<file path="src/rtl/tmc_pkg.sv">
// package: register map, field layout and types of the timer/counter block
package tmc_pkg;
    // register byte offsets
    localparam logic [7:0] TMC_CTRL_OFS  = 8'h00;
    localparam logic [7:0] TMC_CFG_OFS   = 8'h04;
    localparam logic [7:0] TMC_ALO_OFS   = 8'h08;
    localparam logic [7:0] TMC_AHI_OFS   = 8'h0c;
    localparam logic [7:0] TMC_BLO_OFS   = 8'h10;
    localparam logic [7:0] TMC_BHI_OFS   = 8'h14;
    localparam logic [7:0] TMC_CCTL_OFS  = 8'h18;
    localparam logic [7:0] TMC_CLO_OFS   = 8'h1c;
    localparam logic [7:0] TMC_CHI_OFS   = 8'h20;
    localparam logic [7:0] TMC_RLO_OFS   = 8'h24;
    localparam logic [7:0] TMC_RHI_OFS   = 8'h28;
    localparam logic [7:0] TMC_CAP0_OFS  = 8'h2c;
    localparam logic [7:0] TMC_CAP_STEP  = 8'h04;
    localparam int         TMC_NCAP      = 4;
    // timer_ab_control bit positions
    localparam int         TMC_TF_B_BIT  = 7;
    localparam int         TMC_TR_B_BIT  = 6;
    localparam int         TMC_TF_A_BIT  = 5;
    localparam int         TMC_TR_A_BIT  = 4;
    // reset values
    localparam logic [7:0]  TMC_RST_BYTE = 8'h00;
    localparam logic [15:0] TMC_RST_WORD = 16'h0000;
    // prescaler: one tick every 12 clocks
    localparam int         TMC_DIV_BASE  = 12;
    localparam logic [3:0] TMC_PRESC_LAST = 4'(TMC_DIV_BASE - 1);
    localparam logic [3:0] TMC_PRESC_ZERO = 4'h0;
    // timer_c reload mode encodings
    localparam logic [1:0] TMC_RLD_M0    = 2'h2;
    localparam logic [1:0] TMC_RLD_M1    = 2'h3;

    typedef enum logic [1:0] {TMC_M13, TMC_M16, TMC_M8R, TMC_SPLIT} tmc_mode_t;
    typedef enum logic [1:0] {TMC_C_STOP, TMC_C_CLK, TMC_C_EVT, TMC_C_GATED} tmc_csel_t;

    typedef struct packed {
        logic      gate;
        logic      ct;
        tmc_mode_t mode;
    } tmc_ab_cfg_t;

    typedef struct packed {
        logic      ps;
        logic [1:0] edge_sel;
        logic [1:0] rmode;
        logic      cmp_mode;
        tmc_csel_t sel;
    } tmc_c_ctl_t;
endpackage

</file>
<file path="src/rtl/tmc_timers.sv">
// timers a, b and c with apb register access and pin synchronisers
`timescale 1ns/1ps
// Notes on behaviour
// - timer mode: a and b advance once every 12 clocks
// - counter mode: a and b advance on falling edge of own count pin
// - falling edge detection takes two clocks, max rate a quarter of the clock
// - a and b values readable as high byte and low byte
// - mode zero: 13-bit count, low byte bits 7..5 unchanged
// - mode one: full 16-bit counting
// - mode two: 8-bit low count reloaded from high byte on overflow
// - mode three: a splits into two 8-bit counts, b holds its count
// - while a is split, b keeps running in its other modes
// - c has four capture registers and one 16-bit reload register
// - c input select 01 counts prescaled processor clock
// - prescale select 0 gives 12 clocks per step, 1 gives 24
// - c input select 10 counts falling edges of third count pin
// - c pin sampled every clock, count steps the cycle after detection
// - c input select 11 counts prescaled clock only while pin high
// - reload mode zero: c overflow loads the reload value
// - reload mode one: falling reload trigger loads the reload value
// - reload trigger is low frequency clock divided by two
// - a/b mode field: 00 13-bit, 01 16-bit, 10 reload, 11 split
// - a/b overflow flags set on own overflow, b flag on a high byte overflow while a split, cleared on service entry
// - c input select: 00 stop, 01 clock, 10 edges, 11 gated
// - c reload mode field: 0x off, 10 mode zero, 11 mode one
module tmc_timers (
    // clock and reset
    input  wire  logic        pclk,
    input  wire  logic        presetn,
    // apb slave
    input  wire  logic        psel,
    input  wire  logic        penable,
    input  wire  logic        pwrite,
    input  wire  logic [7:0]  paddr,
    input  wire  logic [31:0] pwdata,
    output logic       [31:0] prdata,
    output logic              pready,
    output logic              pslverr,
    // count pins and low frequency clock
    input  wire  logic        first_count_input,
    input  wire  logic        second_count_input,
    input  wire  logic        third_count_input,
    input  wire  logic        low_freq_clock,
    // service entry strobes and flags
    input  wire  logic        timer_a_isr_enter,
    input  wire  logic        timer_b_isr_enter,
    output logic              timer_a_overflow_flag,
    output logic              timer_b_overflow_flag
);
    import tmc_pkg::*;

    logic        tr_a, tr_b;
    tmc_ab_cfg_t cfg_a, cfg_b;
    tmc_c_ctl_t  cctl;
    logic [15:0] cnt_a, cnt_b, cnt_c, rld;
    logic [15:0] cap [TMC_NCAP];
    logic        acc, wr_en, hit;
    logic [15:0] rd_val;
    logic        w_ctl, w_cfg, w_alo, w_ahi, w_blo, w_bhi;
    logic        w_cctl, w_clo, w_chi, w_rlo, w_rhi;
    logic [3:0]  presc;
    logic        half, tick12, tick24, tick_c;
    logic [3:0]  pin_in, sy1, sy2, sy3, lvl, lvl_q;
    logic        fall_a, fall_b, fall_c, fall_c_d;
    logic        lf_div, lf_div_q, trig_fall;
    logic        split_a, inc_a, inc_ah, inc_b, inc_c;
    logic        ovf_a, ovf_ah, ovf_b, ovf_c, set_b;

    function automatic logic fell(input logic p, input logic c);
        return p & ~c;
    endfunction

    function automatic logic [7:0] cap_ofs(input int k);
        return 8'(TMC_CAP0_OFS + 8'(k) * TMC_CAP_STEP);
    endfunction

    // next count of timer a or b for one step
    function automatic logic [15:0] ab_next(input logic [15:0] c, input tmc_mode_t m);
        logic [12:0] c13;
        c13 = {c[15:8], c[4:0]} + 13'h1;
        case (m)
            TMC_M13: ab_next = {c13[12:5], c[7:5], c13[4:0]};
            TMC_M16: ab_next = c + 16'h1;
            TMC_M8R: ab_next = {c[15:8], (&c[7:0]) ? c[15:8] : c[7:0] + 8'h1};
            default: ab_next = {c[15:8], c[7:0] + 8'h1};
        endcase
    endfunction

    function automatic logic ab_full(input logic [15:0] c, input tmc_mode_t m);
        case (m)
            TMC_M13: ab_full = &{c[15:8], c[4:0]};
            TMC_M16: ab_full = &c;
            default: ab_full = &c[7:0];
        endcase
    endfunction

    ////////////////////////////////////////////////////////////////////////
    // apb slave: one wait state, answer in second access cycle
    assign acc    = psel & penable & ~pready;
    assign wr_en  = psel & penable & pready & pwrite;
    assign w_ctl  = wr_en && paddr == TMC_CTRL_OFS;
    assign w_cfg  = wr_en && paddr == TMC_CFG_OFS;
    assign w_alo  = wr_en && paddr == TMC_ALO_OFS;
    assign w_ahi  = wr_en && paddr == TMC_AHI_OFS;
    assign w_blo  = wr_en && paddr == TMC_BLO_OFS;
    assign w_bhi  = wr_en && paddr == TMC_BHI_OFS;
    assign w_cctl = wr_en && paddr == TMC_CCTL_OFS;
    assign w_clo  = wr_en && paddr == TMC_CLO_OFS;
    assign w_chi  = wr_en && paddr == TMC_CHI_OFS;
    assign w_rlo  = wr_en && paddr == TMC_RLO_OFS;
    assign w_rhi  = wr_en && paddr == TMC_RHI_OFS;

    always_comb begin
        rd_val = TMC_RST_WORD;
        hit    = 1'b1;
        case (paddr)
            TMC_CTRL_OFS: rd_val[7:0] = {timer_b_overflow_flag, tr_b,
                                          timer_a_overflow_flag, tr_a, 4'h0};
            TMC_CFG_OFS:  rd_val[7:0] = {cfg_b, cfg_a};
            TMC_ALO_OFS:  rd_val[7:0] = cnt_a[7:0];
            TMC_AHI_OFS:  rd_val[7:0] = cnt_a[15:8];
            TMC_BLO_OFS:  rd_val[7:0] = cnt_b[7:0];
            TMC_BHI_OFS:  rd_val[7:0] = cnt_b[15:8];
            TMC_CCTL_OFS: rd_val[7:0] = cctl;
            TMC_CLO_OFS:  rd_val[7:0] = cnt_c[7:0];
            TMC_CHI_OFS:  rd_val[7:0] = cnt_c[15:8];
            TMC_RLO_OFS:  rd_val[7:0] = rld[7:0];
            TMC_RHI_OFS:  rd_val[7:0] = rld[15:8];
            default:      hit = 1'b0;
        endcase
        for (int k = 0; k < TMC_NCAP; k++) begin
            if (paddr == cap_ofs(k)) begin
                rd_val = cap[k];
                hit    = 1'b1;
            end
        end
    end

    always_ff @(posedge pclk or negedge presetn) begin
        if (!presetn) begin
            pready  <= 1'b0;
            pslverr <= 1'b0;
            prdata  <= 32'h0000_0000;
        end else begin
            pready  <= acc;
            pslverr <= acc & ~hit;
            if (acc) begin
                prdata <= {16'h0000, rd_val};
            end
        end
    end

    ////////////////////////////////////////////////////////////////////////
    // control and configuration registers
    always_ff @(posedge pclk or negedge presetn) begin
        if (!presetn) begin
            tr_a  <= 1'b0;
            tr_b  <= 1'b0;
            cfg_a <= tmc_ab_cfg_t'(4'h0);
            cfg_b <= tmc_ab_cfg_t'(4'h0);
            cctl  <= tmc_c_ctl_t'(TMC_RST_BYTE);
            rld   <= TMC_RST_WORD;
        end else begin
            if (w_ctl) begin
                tr_a <= pwdata[TMC_TR_A_BIT];
                tr_b <= pwdata[TMC_TR_B_BIT];
            end
            if (w_cfg) begin
                {cfg_b, cfg_a} <= pwdata[7:0];
            end
            if (w_cctl) begin
                cctl <= tmc_c_ctl_t'(pwdata[7:0]);
            end
            if (w_rlo) begin
                rld[7:0] <= pwdata[7:0];
            end
            if (w_rhi) begin
                rld[15:8] <= pwdata[7:0];
            end
        end
    end

    ////////////////////////////////////////////////////////////////////////
    // prescaler: 1/12 tick and 1/24 tick
    always_ff @(posedge pclk or negedge presetn) begin
        if (!presetn) begin
            presc <= TMC_PRESC_ZERO;
            half  <= 1'b0;
        end else begin
            presc <= tick12 ? TMC_PRESC_ZERO : presc + 4'h1;
            half  <= half ^ tick12;
        end
    end
    assign tick12 = presc == TMC_PRESC_LAST;
    assign tick24 = tick12 & half;
    assign tick_c = cctl.ps ? tick24 : tick12;

    ////////////////////////////////////////////////////////////////////////
    // pin synchronisers: level accepted once stages two and three agree
    assign pin_in = {low_freq_clock, third_count_input, second_count_input,
                     first_count_input};

    always_ff @(posedge pclk or negedge presetn) begin
        if (!presetn) begin
            sy1   <= 4'h0;
            sy2   <= 4'h0;
            sy3   <= 4'h0;
            lvl   <= 4'h0;
            lvl_q <= 4'h0;
        end else begin
            sy1   <= pin_in;
            sy2   <= sy1;
            sy3   <= sy2;
            lvl   <= (sy2 & sy3) | (lvl & (sy2 ^ sy3));
            lvl_q <= lvl;
        end
    end
    assign fall_a = fell(lvl_q[0], lvl[0]);
    assign fall_b = fell(lvl_q[1], lvl[1]);
    assign fall_c = fell(lvl_q[2], lvl[2]);

    // reload trigger: low frequency clock halved
    always_ff @(posedge pclk or negedge presetn) begin
        if (!presetn) begin
            lf_div   <= 1'b0;
            lf_div_q <= 1'b0;
            fall_c_d <= 1'b0;
        end else begin
            lf_div   <= lf_div ^ (lvl[3] & ~lvl_q[3]);
            lf_div_q <= lf_div;
            fall_c_d <= fall_c;
        end
    end
    assign trig_fall = fell(lf_div_q, lf_div);

    ////////////////////////////////////////////////////////////////////////
    // timers a and b
    assign split_a = cfg_a.mode == TMC_SPLIT;
    assign inc_a   = tr_a & (cfg_a.ct ? fall_a : tick12);
    assign inc_ah  = split_a & tr_b & tick12;
    // b runs on regardless of its run bit while a is split
    assign inc_b   = (split_a | tr_b) & cfg_b.mode != TMC_SPLIT
                     & (cfg_b.ct ? fall_b : tick12);
    assign ovf_a   = inc_a & ab_full(cnt_a, cfg_a.mode);
    assign ovf_ah  = inc_ah & (&cnt_a[15:8]);
    assign ovf_b   = inc_b & ab_full(cnt_b, cfg_b.mode);
    assign set_b   = split_a ? ovf_ah : ovf_b;

    always_ff @(posedge pclk or negedge presetn) begin
        if (!presetn) begin
            cnt_a <= TMC_RST_WORD;
        end else if (w_alo) begin
            cnt_a[7:0] <= pwdata[7:0];
        end else if (w_ahi) begin
            cnt_a[15:8] <= pwdata[7:0];
        end else begin
            if (inc_a) begin
                cnt_a <= ab_next(cnt_a, cfg_a.mode);
            end
            if (inc_ah) begin
                cnt_a[15:8] <= cnt_a[15:8] + 8'h1;
            end
        end
    end

    always_ff @(posedge pclk or negedge presetn) begin
        if (!presetn) begin
            cnt_b <= TMC_RST_WORD;
        end else if (w_blo) begin
            cnt_b[7:0] <= pwdata[7:0];
        end else if (w_bhi) begin
            cnt_b[15:8] <= pwdata[7:0];
        end else if (inc_b) begin
            cnt_b <= ab_next(cnt_b, cfg_b.mode);
        end
    end

    // overflow flags: a set wins over any clear in the same cycle
    always_ff @(posedge pclk or negedge presetn) begin
        if (!presetn) begin
            timer_a_overflow_flag <= 1'b0;
            timer_b_overflow_flag <= 1'b0;
        end else begin
            timer_a_overflow_flag <= ovf_a | (w_ctl ? pwdata[TMC_TF_A_BIT]
                : timer_a_overflow_flag & ~timer_a_isr_enter);
            timer_b_overflow_flag <= set_b | (w_ctl ? pwdata[TMC_TF_B_BIT]
                : timer_b_overflow_flag & ~timer_b_isr_enter);
        end
    end

    ////////////////////////////////////////////////////////////////////////
    // timer c
    always_comb begin
        case (cctl.sel)
            TMC_C_CLK:   inc_c = tick_c;
            TMC_C_EVT:   inc_c = fall_c_d;
            TMC_C_GATED: inc_c = tick_c & lvl[2];
            default:     inc_c = 1'b0;
        endcase
    end
    assign ovf_c = inc_c & (&cnt_c);

    always_ff @(posedge pclk or negedge presetn) begin
        if (!presetn) begin
            cnt_c <= TMC_RST_WORD;
        end else if (w_clo) begin
            cnt_c[7:0] <= pwdata[7:0];
        end else if (w_chi) begin
            cnt_c[15:8] <= pwdata[7:0];
        end else if (cctl.rmode == TMC_RLD_M1 && trig_fall) begin
            cnt_c <= rld;
        end else if (cctl.rmode == TMC_RLD_M0 && ovf_c) begin
            cnt_c <= rld;
        end else if (inc_c) begin
            cnt_c <= cnt_c + 16'h1;
        end
    end

    // any write to a capture slot latches the running count
    always_ff @(posedge pclk or negedge presetn) begin
        if (!presetn) begin
            for (int k = 0; k < TMC_NCAP; k++) begin
                cap[k] <= TMC_RST_WORD;
            end
        end else begin
            for (int k = 0; k < TMC_NCAP; k++) begin
                if (wr_en && paddr == cap_ofs(k)) begin
                    cap[k] <= cnt_c;
                end
            end
        end
    end
endmodule

</file>
<file path="config.mk">
export PLATFORM = sky130hd
export DESIGN_NAME = tmc_timers
export DESIGN_NICKNAME = d
export VERILOG_FILES = /design/src/rtl/tmc_pkg.sv /design/src/rtl/tmc_timers.sv
export SDC_FILE = /design/constraint.sdc
export NUM_CORES = 1
export LEC_CHECK = 0
export BUFFER_PORTS_ARGS = -buffer_cell sky130_fd_sc_hd__buf_2
export CAP_MARGIN = 20
export CORE_UTILIZATION = 51
export DETAILED_ROUTE_END_ITERATION = 7
export GPL_ROUTABILITY_DRIVEN = 0
export GPL_TIMING_DRIVEN = 0
export PLACE_DENSITY = 0.67
export SLEW_MARGIN = 20
export SYNTH_ARGS = -nofsm -noshare
export SYNTH_HDL_FRONTEND = slang
export SYNTH_SLANG_ARGS = --single-unit
</file>
<file path="constraint.sdc">
create_clock -name pclk -period 3.1 [get_ports pclk]
set_input_delay 0.62 -clock pclk [delete_from_list [all_inputs] [get_ports pclk]]
set_output_delay 0.62 -clock pclk [all_outputs]
set_load 0.01 [all_outputs]
</file>
* Word-level counts from Yosys, hierarchy flattened
Cells that the tools add are included.
W data, S select, Z words.
** Word-level totals
- Register bits :: 194
- Bits in latches :: 0
- RAM bits :: 0
- Memory bits (read-only) :: 0
- Input port bits :: 51
- Output and inout bits :: 36
- Logic and storage cells :: 212
- Memories :: 0
** Cells by class
- Add/subtract/negate cells :: 9
- $mul :: 0
- Divide/modulo/power cells :: 0
- $lt $le $gt $ge :: 0
- Equal/unequal tests :: 33
- Shift operators :: 0
- Muxes and demuxes :: 39
- Bitwise gates (word level) :: 44
- Reductions and logical operators :: 45
** Operator list (count)
- $mux W16 :: 9
- $mux W8 :: 12
- $pmux W16 S3 :: 2
- $pmux W8 S11 :: 1
- $eq A8 B6 Y1 const B :: 7
- $add A16 B1 Y16 const B :: 3
- $reduce_and A16 Y1 :: 3
- $eq A8 B5 Y1 const B :: 4
- $add A13 B1 Y13 const B :: 2
- $reduce_and A13 Y1 :: 2
- $add A8 B1 Y8 const B :: 3
- $reduce_and A8 Y1 :: 3
- $and A1 B1 Y1 :: 23
- $logic_and A1 B1 Y1 :: 17
- $eq A8 B4 Y1 const B :: 2
- $eq A2 B2 Y1 const B :: 7
- $ne A2 B2 Y1 const B :: 7
- $not A1 Y1 :: 12
- $reduce_bool A4 Y1 :: 3
- $mux W1 :: 11
- $reduce_or A11 Y1 :: 1
- $and A4 B4 Y4 :: 2
- $eq A8 B3 Y1 const B :: 1
- $logic_not A8 Y1 :: 1
- 17 further kinds :: 32

* Logic depth before layout (Yosys ltp)
Gate-level depths: netlist (run 1).
- Word-level depth :: 11
- Depth in mapped cells :: 9
- Mapped depth without buffers :: 7

* Worst setup path before layout (run 1)
Ideal clock, no wire load.
- Path type :: input -> register
- Start point :: input port paddr[3]
- End point :: register cnt_b[0]
- Library setup time :: 131 ps
- Arrival time :: 2348 ps
- Data required time :: 2969 ps
- Setup slack :: 621 ps
- Stages :: 8
- Buffers on the path :: 2
- Cell sequence :: buf_6 > or4b_4 > buf_6 > nor3_4 > a211oi_4 > mux2_4 > a31oi_1 > o21ai_1
** On the way
- Cells in the longest elaborated chain, start to end :: 4
- Elaborated cells on any way between the ends :: 8
- Classes of those cells :: eq/ne (3); mux (1); reduce/logical (4)
** Ends and longest elaborated chain
- start: declaration :: line tmc_timers.sv:34 : input wire logic [7:0] paddr,
- $eq A8 B5 Y1, on equally long branches :: line tmc_timers.sv:105, tmc_timers.sv:106
- $logic_and A1 B1 Y1, on equally long branches :: line tmc_timers.sv:105, tmc_timers.sv:106
- $ne A2 B2 Y1 (no line) or $reduce_bool A2 Y1 (tied branches)
- $reduce_and A2 Y1 (no line)
- end signal: assignment :: line tmc_timers.sv:270 : cnt_b[7:0] <= pwdata[7:0];
- end signal: assignment :: line tmc_timers.sv:274 : cnt_b <= ab_next(cnt_b, cfg_b.mode);
- end: declaration :: line tmc_timers.sv:55 : logic [15:0] cnt_a, cnt_b, cnt_c, rld;
Parallel ways exist; a longest one is shown, timed or not.
A chain may end at the register's enable or synchronous reset.

* Worst setup path in the final report (run 1)
- Start point :: input port paddr[1]
- End point :: register cap[6] (netlist bit)
** On the way
- Cells in the longest elaborated chain, start to end :: 2
** Ends and longest elaborated chain
- $eq A8 B6 Y1 :: line tmc_timers.sv:327 : if (wr_en && paddr == cap_ofs(k)) begin
- $logic_and A1 B1 Y1 :: line tmc_timers.sv:327
- end signal: indexed assignment :: line tmc_timers.sv:328 : cap[k] <= cnt_c;
- end: declaration :: line tmc_timers.sv:56 : logic [15:0] cap [TMC_NCAP];
No other way between the ends.

==> results of run 1 <==
==> cells in the mapped netlist (all sizes together), types with 4 or more instances <==
master / instances / area [um^2]
a221oi: 10 / 87.6
ha: 9 / 113
a22oi: 39 / 293
a31oi: 21 / 131
nand2b: 12 / 75.1
or2: 7 / 43.8
mux2: 112 / 1260
a221o: 10 / 100
nor2: 102 / 385
mux4: 4 / 90.1
o22ai: 13 / 81.3
nand3b: 4 / 30.0
buf: 47 / 299
o21ai: 55 / 275
nor4b: 5 / 68.8
nand3: 32 / 160
dfrtp: 194 / 4850
a21o: 10 / 75.1
nand4: 14 / 87.6
a211oi: 6 / 57.6
inv: 8 / 30.0
xnor2: 22 / 193
xor2: 11 / 96.3
and3b: 4 / 35.0
nor4: 5 / 46.3
and3: 10 / 62.6
o221ai: 7 / 61.3
clkbuf: 58 / 219
nor2b: 4 / 25.0
mux2i: 28 / 280
o31ai: 7 / 57.6
nor3: 16 / 113
o211ai: 10 / 75.1
and2: 7 / 43.8
a21oi: 40 / 200
nand2: 75 / 282
o2bb2ai: 4 / 35.0
==> worst max-delay path, cell delays in order <==
cell	delay (ns)
buf_2	0.15
nor3b_2	0.45
nor2b_1	0.52
nand2_1	0.27
nor2_1	0.61
buf_4	0.34
mux2_2	0.36
==> registers in the layout, indices dropped and copies added, names as in the netlist, 8 cells and up <==
signal  cells
rld        16
cnt_a      16
cnt_c      16
cnt_b      16
prdata     16
cap        64
cctl        8
==> how the worst max path moves through the flow <==
stage	cells after the start	to	startpoint
floorplan	8	cnt_b[0]$_DFFE_PN0P_	paddr[3]
global placement	1	sy1[3]$_DFF_PN0_	presetn
detailed placement	7	cap[5]$_DFFE_PN0P_	paddr[1]
CTS	7	cap[13]$_DFFE_PN0P_	paddr[1]
global route	7	cap[14]$_DFFE_PN0P_	paddr[1]
finish	7	cap[6]$_DFFE_PN0P_	paddr[1]
==> per-stage QoR <==
stage / setup TNS [ns] / total power (uW) / setup WS (ns) / utilization
after detailed placement: -2.31 / 3210 / -0.237 / 0.553
after global routing: 0 / 5610 / 0.0891 / 0.581
final: 0 / 5420 / 0.107 / 0.581
after CTS: 0 / 5450 / 0.228 / 0.581
after global placement: -348.06 / 3190 / -1.80 / 0.549
after floorplan: 0 / 2990 / 0.621 / -
==> layout make-up <==
cell class / count / area share
buffer: 105 / 0.0424
timing repair buffer: 43 / 0.0221
multi-input combinational: 784 / 0.458
tap: 275 / 0.0282
clock buffer: 17 / 0.0348
clock inverter: 15 / 0.0147
sequential: 194 / 0.397
inverter: 9 / 0.00276
==> metal layers <==
layer	wire length, um	global-route usage	vias up
met4	992	0.112	0
met3	2890	0.0552	81
met1	14100	0.444	4513
li1	-	-	4114
met5	0	0	-
met2	13900	0.434	488
==> layout by cell type, fill, tap and decap left out, types with 8 or more instances in the layout <==
master,n
buf_4,20
a21oi_1,40
ha_1,9
a22oi_1,39
nand3_1,32
clkbuf_1,57
nor2_1,101
xnor2_1,22
nand2b_1,12
and3_1,10
conb_1,16
o211ai_1,10
nand4_1,14
inv_1,8
a31oi_1,21
buf_2,60
xor2_1,11
dfrtp_1,194
o21ai_0,39
nor3_1,12
a221o_1,10
clkbuf_16,17
o22ai_1,13
a21o_1,10
o21ai_1,16
mux2i_1,28
a221oi_1,10
nand2_1,75
mux2_2,110
==> where the power goes <==
part | leakage [uW] | total, uW | switching, uW | internal [uW]
logic | 0.00248 | 509 | 327 | 182
clock network | 0.000291 | 2250 | 1160 | 1100
registers | 0.00247 | 2660 | 48.8 | 2610
total | 0.00524 | 5420 | 1530 | 3890
==> cell families after synthesis <==
group / share of synthesized area
XOR/XNOR: 0.0264
other: 0.000343
AND/OR/NAND/NOR: 0.148
flip-flops: 0.444
multiplexers: 0.149
AO/OA/AOI/OAI: 0.171
buffers and inverters: 0.0504
adder cells (fa/ha/maj): 0.0103
==> key figures, run 1 <==
Yosys
  – Synthesis-stage register bit count: 194
  – Post-synth cell types: 88
  – Yosys warns: 0
  – Post-synthesis cell count: 1,077
  – Post-Synthesis Cell Area: around 11,000 um^2
  – Most used DFF post-synth: dfrtp_1
  – Post-synth EDFFs: 0
  – Synth async-reset ratio: 1.00
  – Mean Syn Cell Area: approximately 10 um^2
  – Sequential-to-total area share from yosys stat: 0.444

Clocking
  – # resized after CTS: 0
  – CTS clock-pin slew for the worst setup and hold paths: 0.08 ns
  – TritonCTS clock tree: built
  – Setup Buffers After CTS: 0
  – CTS buffer count: 17
  – Clock Root Buffer: clkbuf_16
  – # H-tree levels: 4
  – Clock Latency Late Sink: around 0.45 ns
  – Clock Tree Buf Depth: 2
  – CTS hold repair buffers: 0
  – Sink Count: about 190

Global routing
  – Number of global-route vias before repair: about 8,400
  – Initial antenna violation count: 0
  – Total gr overflow: 0
  – Global-route wire length before repair: 50.0 mm
  – Largest net degree at the start of global routing: 100
  – Total GRT Usage: 0.300

Route
  – Initial DRT Pass Iterations: 6
  – Drt drc: 0
  – Vias per inst: 6.38
  – Wire per inst: 22.1 um
  – Routed Wire Length: roughly 32 mm
  – Vias after detailed routing: a little over 9,000
  – Initial DRC count: approximately 1,200
  – Antenna Nets Post-Route: 0

Power and ir drop
  – VDD IR-drop max: roughly 450 uV
  – P_leak: between 0.005 and 0.006 uW
  – PD cells: 444 nW/um^2

Setup path
  – Critical path class: in -> reg
  – Reg2Reg Depth: 9
  – Max FO, Critical Path: 10
  – Worst R2R Start: cnt_c[1]$_DFFE_PN0P_
  – Worst flop-to-flop path endpoint: cnt_c[5]$_DFFE_PN0P_
  – CP Data Required Time: around 3.4 ns
  – FF-to-FF setup slack: between 0.3 and 0.4 ns
  – Crit path DAT: roughly 3.3 ns
  – CP Capture Type: flip-flop
  – Crit start category: primary input

Timing
  – Fin. max-slew vios: 0
  – Final Hold Viols: 0
  – Final setup skew: 0.0124 ns
  – Setup violators final: 0
  – RSZ-0062 raised after global routing: false
  – Normalized max-slew margin: 0.313
  – Shortest period the worst path allows: approximately 3 ns
  – Maximum clock rate: around 330 MHz
  – Post-route clock period utilization: 0.965
  – WHS: approximately 0.17 ns
  – Worst slew pin tran: between 1 and 1.5 ns

Cells and area
  – Share of cells above drive strength 1: 0.222
  – Fin nets: around 1,200
  – Fillers: between 1,500 and 2,000
  – Non-Filler Instances: around 1,400
  – Cell area after layout: 12,200 um^2
  – N_diodes: 0
  – Area of the multi-input gates: between 5000 and 6000 um^2
  – Register area: about 5000 um^2
  – Layout area overhead: 11.7%

Place
  – DP HPWL: 22.3 mm
  – Placed cell area: approximately 12,000 um^2
  – Placed Instances: roughly 1,400
  – Port buffer count: 41

Die
  – Total die area: 22,100 um^2
  – IO Pins: between 80 and 90
  – Die H: approximately 150 um
  – Die Wd: roughly 150 um
  – Core region area: between 20,000 and 25,000 um^2
  – Rows: 53
  – Initial Util: 0.521

Run
  – Max-Cap Viols: 0

Run status
  – Run status: complete, no violations

Min path
  – Min-Delay Path Class: in -> async
No activity file was read; power rests on OpenSTA's default activity.
==> run 2: changes to the inputs <==
--- a/config.mk
+++ b/config.mk
@@ -8,6 +8,7 @@
 export BUFFER_PORTS_ARGS = -buffer_cell sky130_fd_sc_hd__buf_2
 export CAP_MARGIN = 20
 export CORE_UTILIZATION = 51
+export CTS_BUF_LIST = sky130_fd_sc_hd__clkbuf_4 sky130_fd_sc_hd__clkbuf_8
 export DETAILED_ROUTE_END_ITERATION = 7
 export GPL_ROUTABILITY_DRIVEN = 0
 export GPL_TIMING_DRIVEN = 0
==> run 2 against run 1 <==
Sequential power about the same; sequential share of layout area is 0.63 points higher; critical path depth is the same; utilization is 0.91 points lower; hold slack got worse by 0.057 ns; cell area fell by 1.6%; sequential cell count is the same; cell count unchanged; largest power group unchanged.
==> key figures, run 2 (synthesized netlist as in run 1, its figures left out) <==
Timing
  – RSZ-0062 raised after global routing: false
  – Maximum clock rate: roughly 340 MHz
  – Normalized max-slew margin: 0.320
  – Final Hold Viols: 0
  – Fin. max-slew vios: 0
  – Final setup skew: between 0.02 and 0.025 ns
  – Worst slew pin tran: slightly above 1 ns
  – Post-route clock period utilization: 0.959
  – Setup violators final: 0
  – Shortest period the worst path allows: 2.97 ns

Die
  – Core region area: approximately 21,000 um^2
  – IO Pins: 87
  – Initial Util: 0.521
  – Die Wd: approximately 150 um
  – Rows: 53
  – Total die area: between 20,000 and 25,000 um^2
  – Die H: approximately 150 um

Run
  – Max-Cap Viols: 0

Cells and area
  – Share of cells above drive strength 1: 0.222
  – Number of flip-flops under the largest register name: between 60 and 70
  – Layout area overhead: 9.91%
  – Commonest non-fill, non-tap cell in the layout: dfrtp_1
  – Final Core Density: 0.572
  – Most frequent cells in the layout: dfrtp_1, mux2_2, nor2_1
  – N_diodes: 0
  – Most flop-heavy register: cap
  – Fin nets: between 1,000 and 1,500

Clocking
  – CTS hold repair buffers: 0
  – Clock Latency Late Sink: 0.50 ns
  – Setup Buffers After CTS: 0
  – CTS buffer count: 17
  – # resized after CTS: 0
  – CTS clock-pin slew for the worst setup and hold paths: ~0.12 ns
  – Clock Root Buffer: clkbuf_8
  – Clock Tree Buf Depth: 2
  – # H-tree levels: 4
  – TritonCTS clock tree: built
  – Sink Count: 194

Setup path
  – Slowest cell on crit path: nor2_1
  – CP Capture Type: flip-flop
  – CP Data Required Time: ~3.5 ns
  – Slowest stage delay, CP: ~0.6 ns
  – Critical path class: in -> reg
  – Max FO, Critical Path: 10
  – Crit start category: primary input
  – Critical path cell sequence: buf_2, nor3b_2, nor2b_1, nand2_1, nor2_1, buf_4, mux2_2
  – Crit path DAT: between 3 and 4 ns

Global routing
  – Number of global-route vias before repair: 8,282
  – Most crowded layer after global routing: met1
  – Total gr overflow: 0
  – Largest net degree at the start of global routing: 100
  – Met3 Track Usage GR: 0.0534
  – M2 GR Usage: 0.432
  – Initial antenna violation count: 0
  – Global-route wire length before repair: about 50 mm
  – Total GRT Usage: 0.297
  – Global routing usage on met1: 0.444

Route
  – Drt drc: 0
  – Vias after detailed routing: 9,189
  – Vias per inst: 6.37
  – Initial DRT Pass Iterations: 7
  – Wire per inst: about 22 um
  – Initial DRC count: approximately 1,100
  – Routed Wire Length: ~32 mm
  – Antenna Nets Post-Route: 0

Power and ir drop
  – Sequential group share of total power: 0.544
  – VDD IR-drop max: around 330 uV
  – Sw Share: 0.302
  – P_leak: approximately 0.0052 uW
  – Final Power: 4890 uW
  – Internal power: between 3000 and 4000 uW
  – PD cells: 407 nW/um^2
  – Net Sw Power: 1480 uW
  – Clock Power Share: 0.352
  – Combinational Power Share: 0.104

Min path
  – Min-Delay Path Class: in -> async

Run status
  – Run status: complete, no violations

Place
  – DP HPWL: 22.3 mm
  – Port buffer count: 41
[run 2: worst max-delay path, delay by kind of cell]
kind	cells	cell delay (ns)
buf+inv	2	0.48
mux	1	0.35
simple gates	4	1.89
[run 2: layout make-up]
type / instances / area (um^2)
flip-flops and latches: 194 / 4850
inverters: 9 / 33.8
clock buffers: 17 / 234
well taps: 275 / 344
repair buffers: 43 / 270
fillers: 1900 / 8990
plain buffers: 105 / 518
multi-input cells: 784 / 5600
clock inverters: 15 / 180
[run 2: final timing paths]
check / startpoint / endpoint / slack, ns / cells after the start
worst min register to register: sy1[3]$_DFF_PN0_ / sy2[3]$_DFF_PN0_ / 0.36 / 0
worst max-delay path: paddr[1] / cap[14]$_DFFE_PN0P_ / 0.13 / 7
worst max register to register: pready$_DFF_PN0_ / cnt_a[7]$_DFFE_PN0P_ / 0.35 / 7
min in group pclk: second_count_input / sy1[1]$_DFF_PN0_ / 0.22 / 1
worst min-delay path: presetn / cnt_b[12]$_DFFE_PN0P_ / 0.11 / 2
max in group asynchronous: presetn / cnt_c[15]$_DFFE_PN0P_ / 2.14 / 3
[run 2: metal layers]
layer	wire length [um]	vias up
li1	-	4111
met1	14400	4510
met2	13600	480
met3	2730	88
met4	974	0
met5	0	-
[run 2: power by group through the flow]
stage / Sequential (uW) / Combinational [uW] / Clock, uW
4_1_cts: 2660 / 503 / 1750
5_1_grt: 2670 / 553 / 1840
2_1_floorplan: 2710 / 275 / 0
6_report: 2660 / 509 / 1720
3_5_place_dp: 2710 / 501 / 0
3_3_place_gp: 2710 / 485 / 0
[run 2: through the flow]
step | instances | setup TNS [ns] | hold slack, ns | setup slack (ns) | cell area (um^2)
final | 1442 | 0 | 0.109 | 0.128 | 12000
after floorplan | 1092 | 0 | 0.324 | 0.621 | 11000
after CTS | 1442 | 0 | 0.135 | 0.288 | 12000
after global routing | 1442 | 0 | 0.146 | 0.147 | 12000
after global placement | 1408 | -348.06 | 0.332 | -1.80 | 11600
after detailed placement | 1410 | -2.31 | 0.336 | -0.237 | 11600
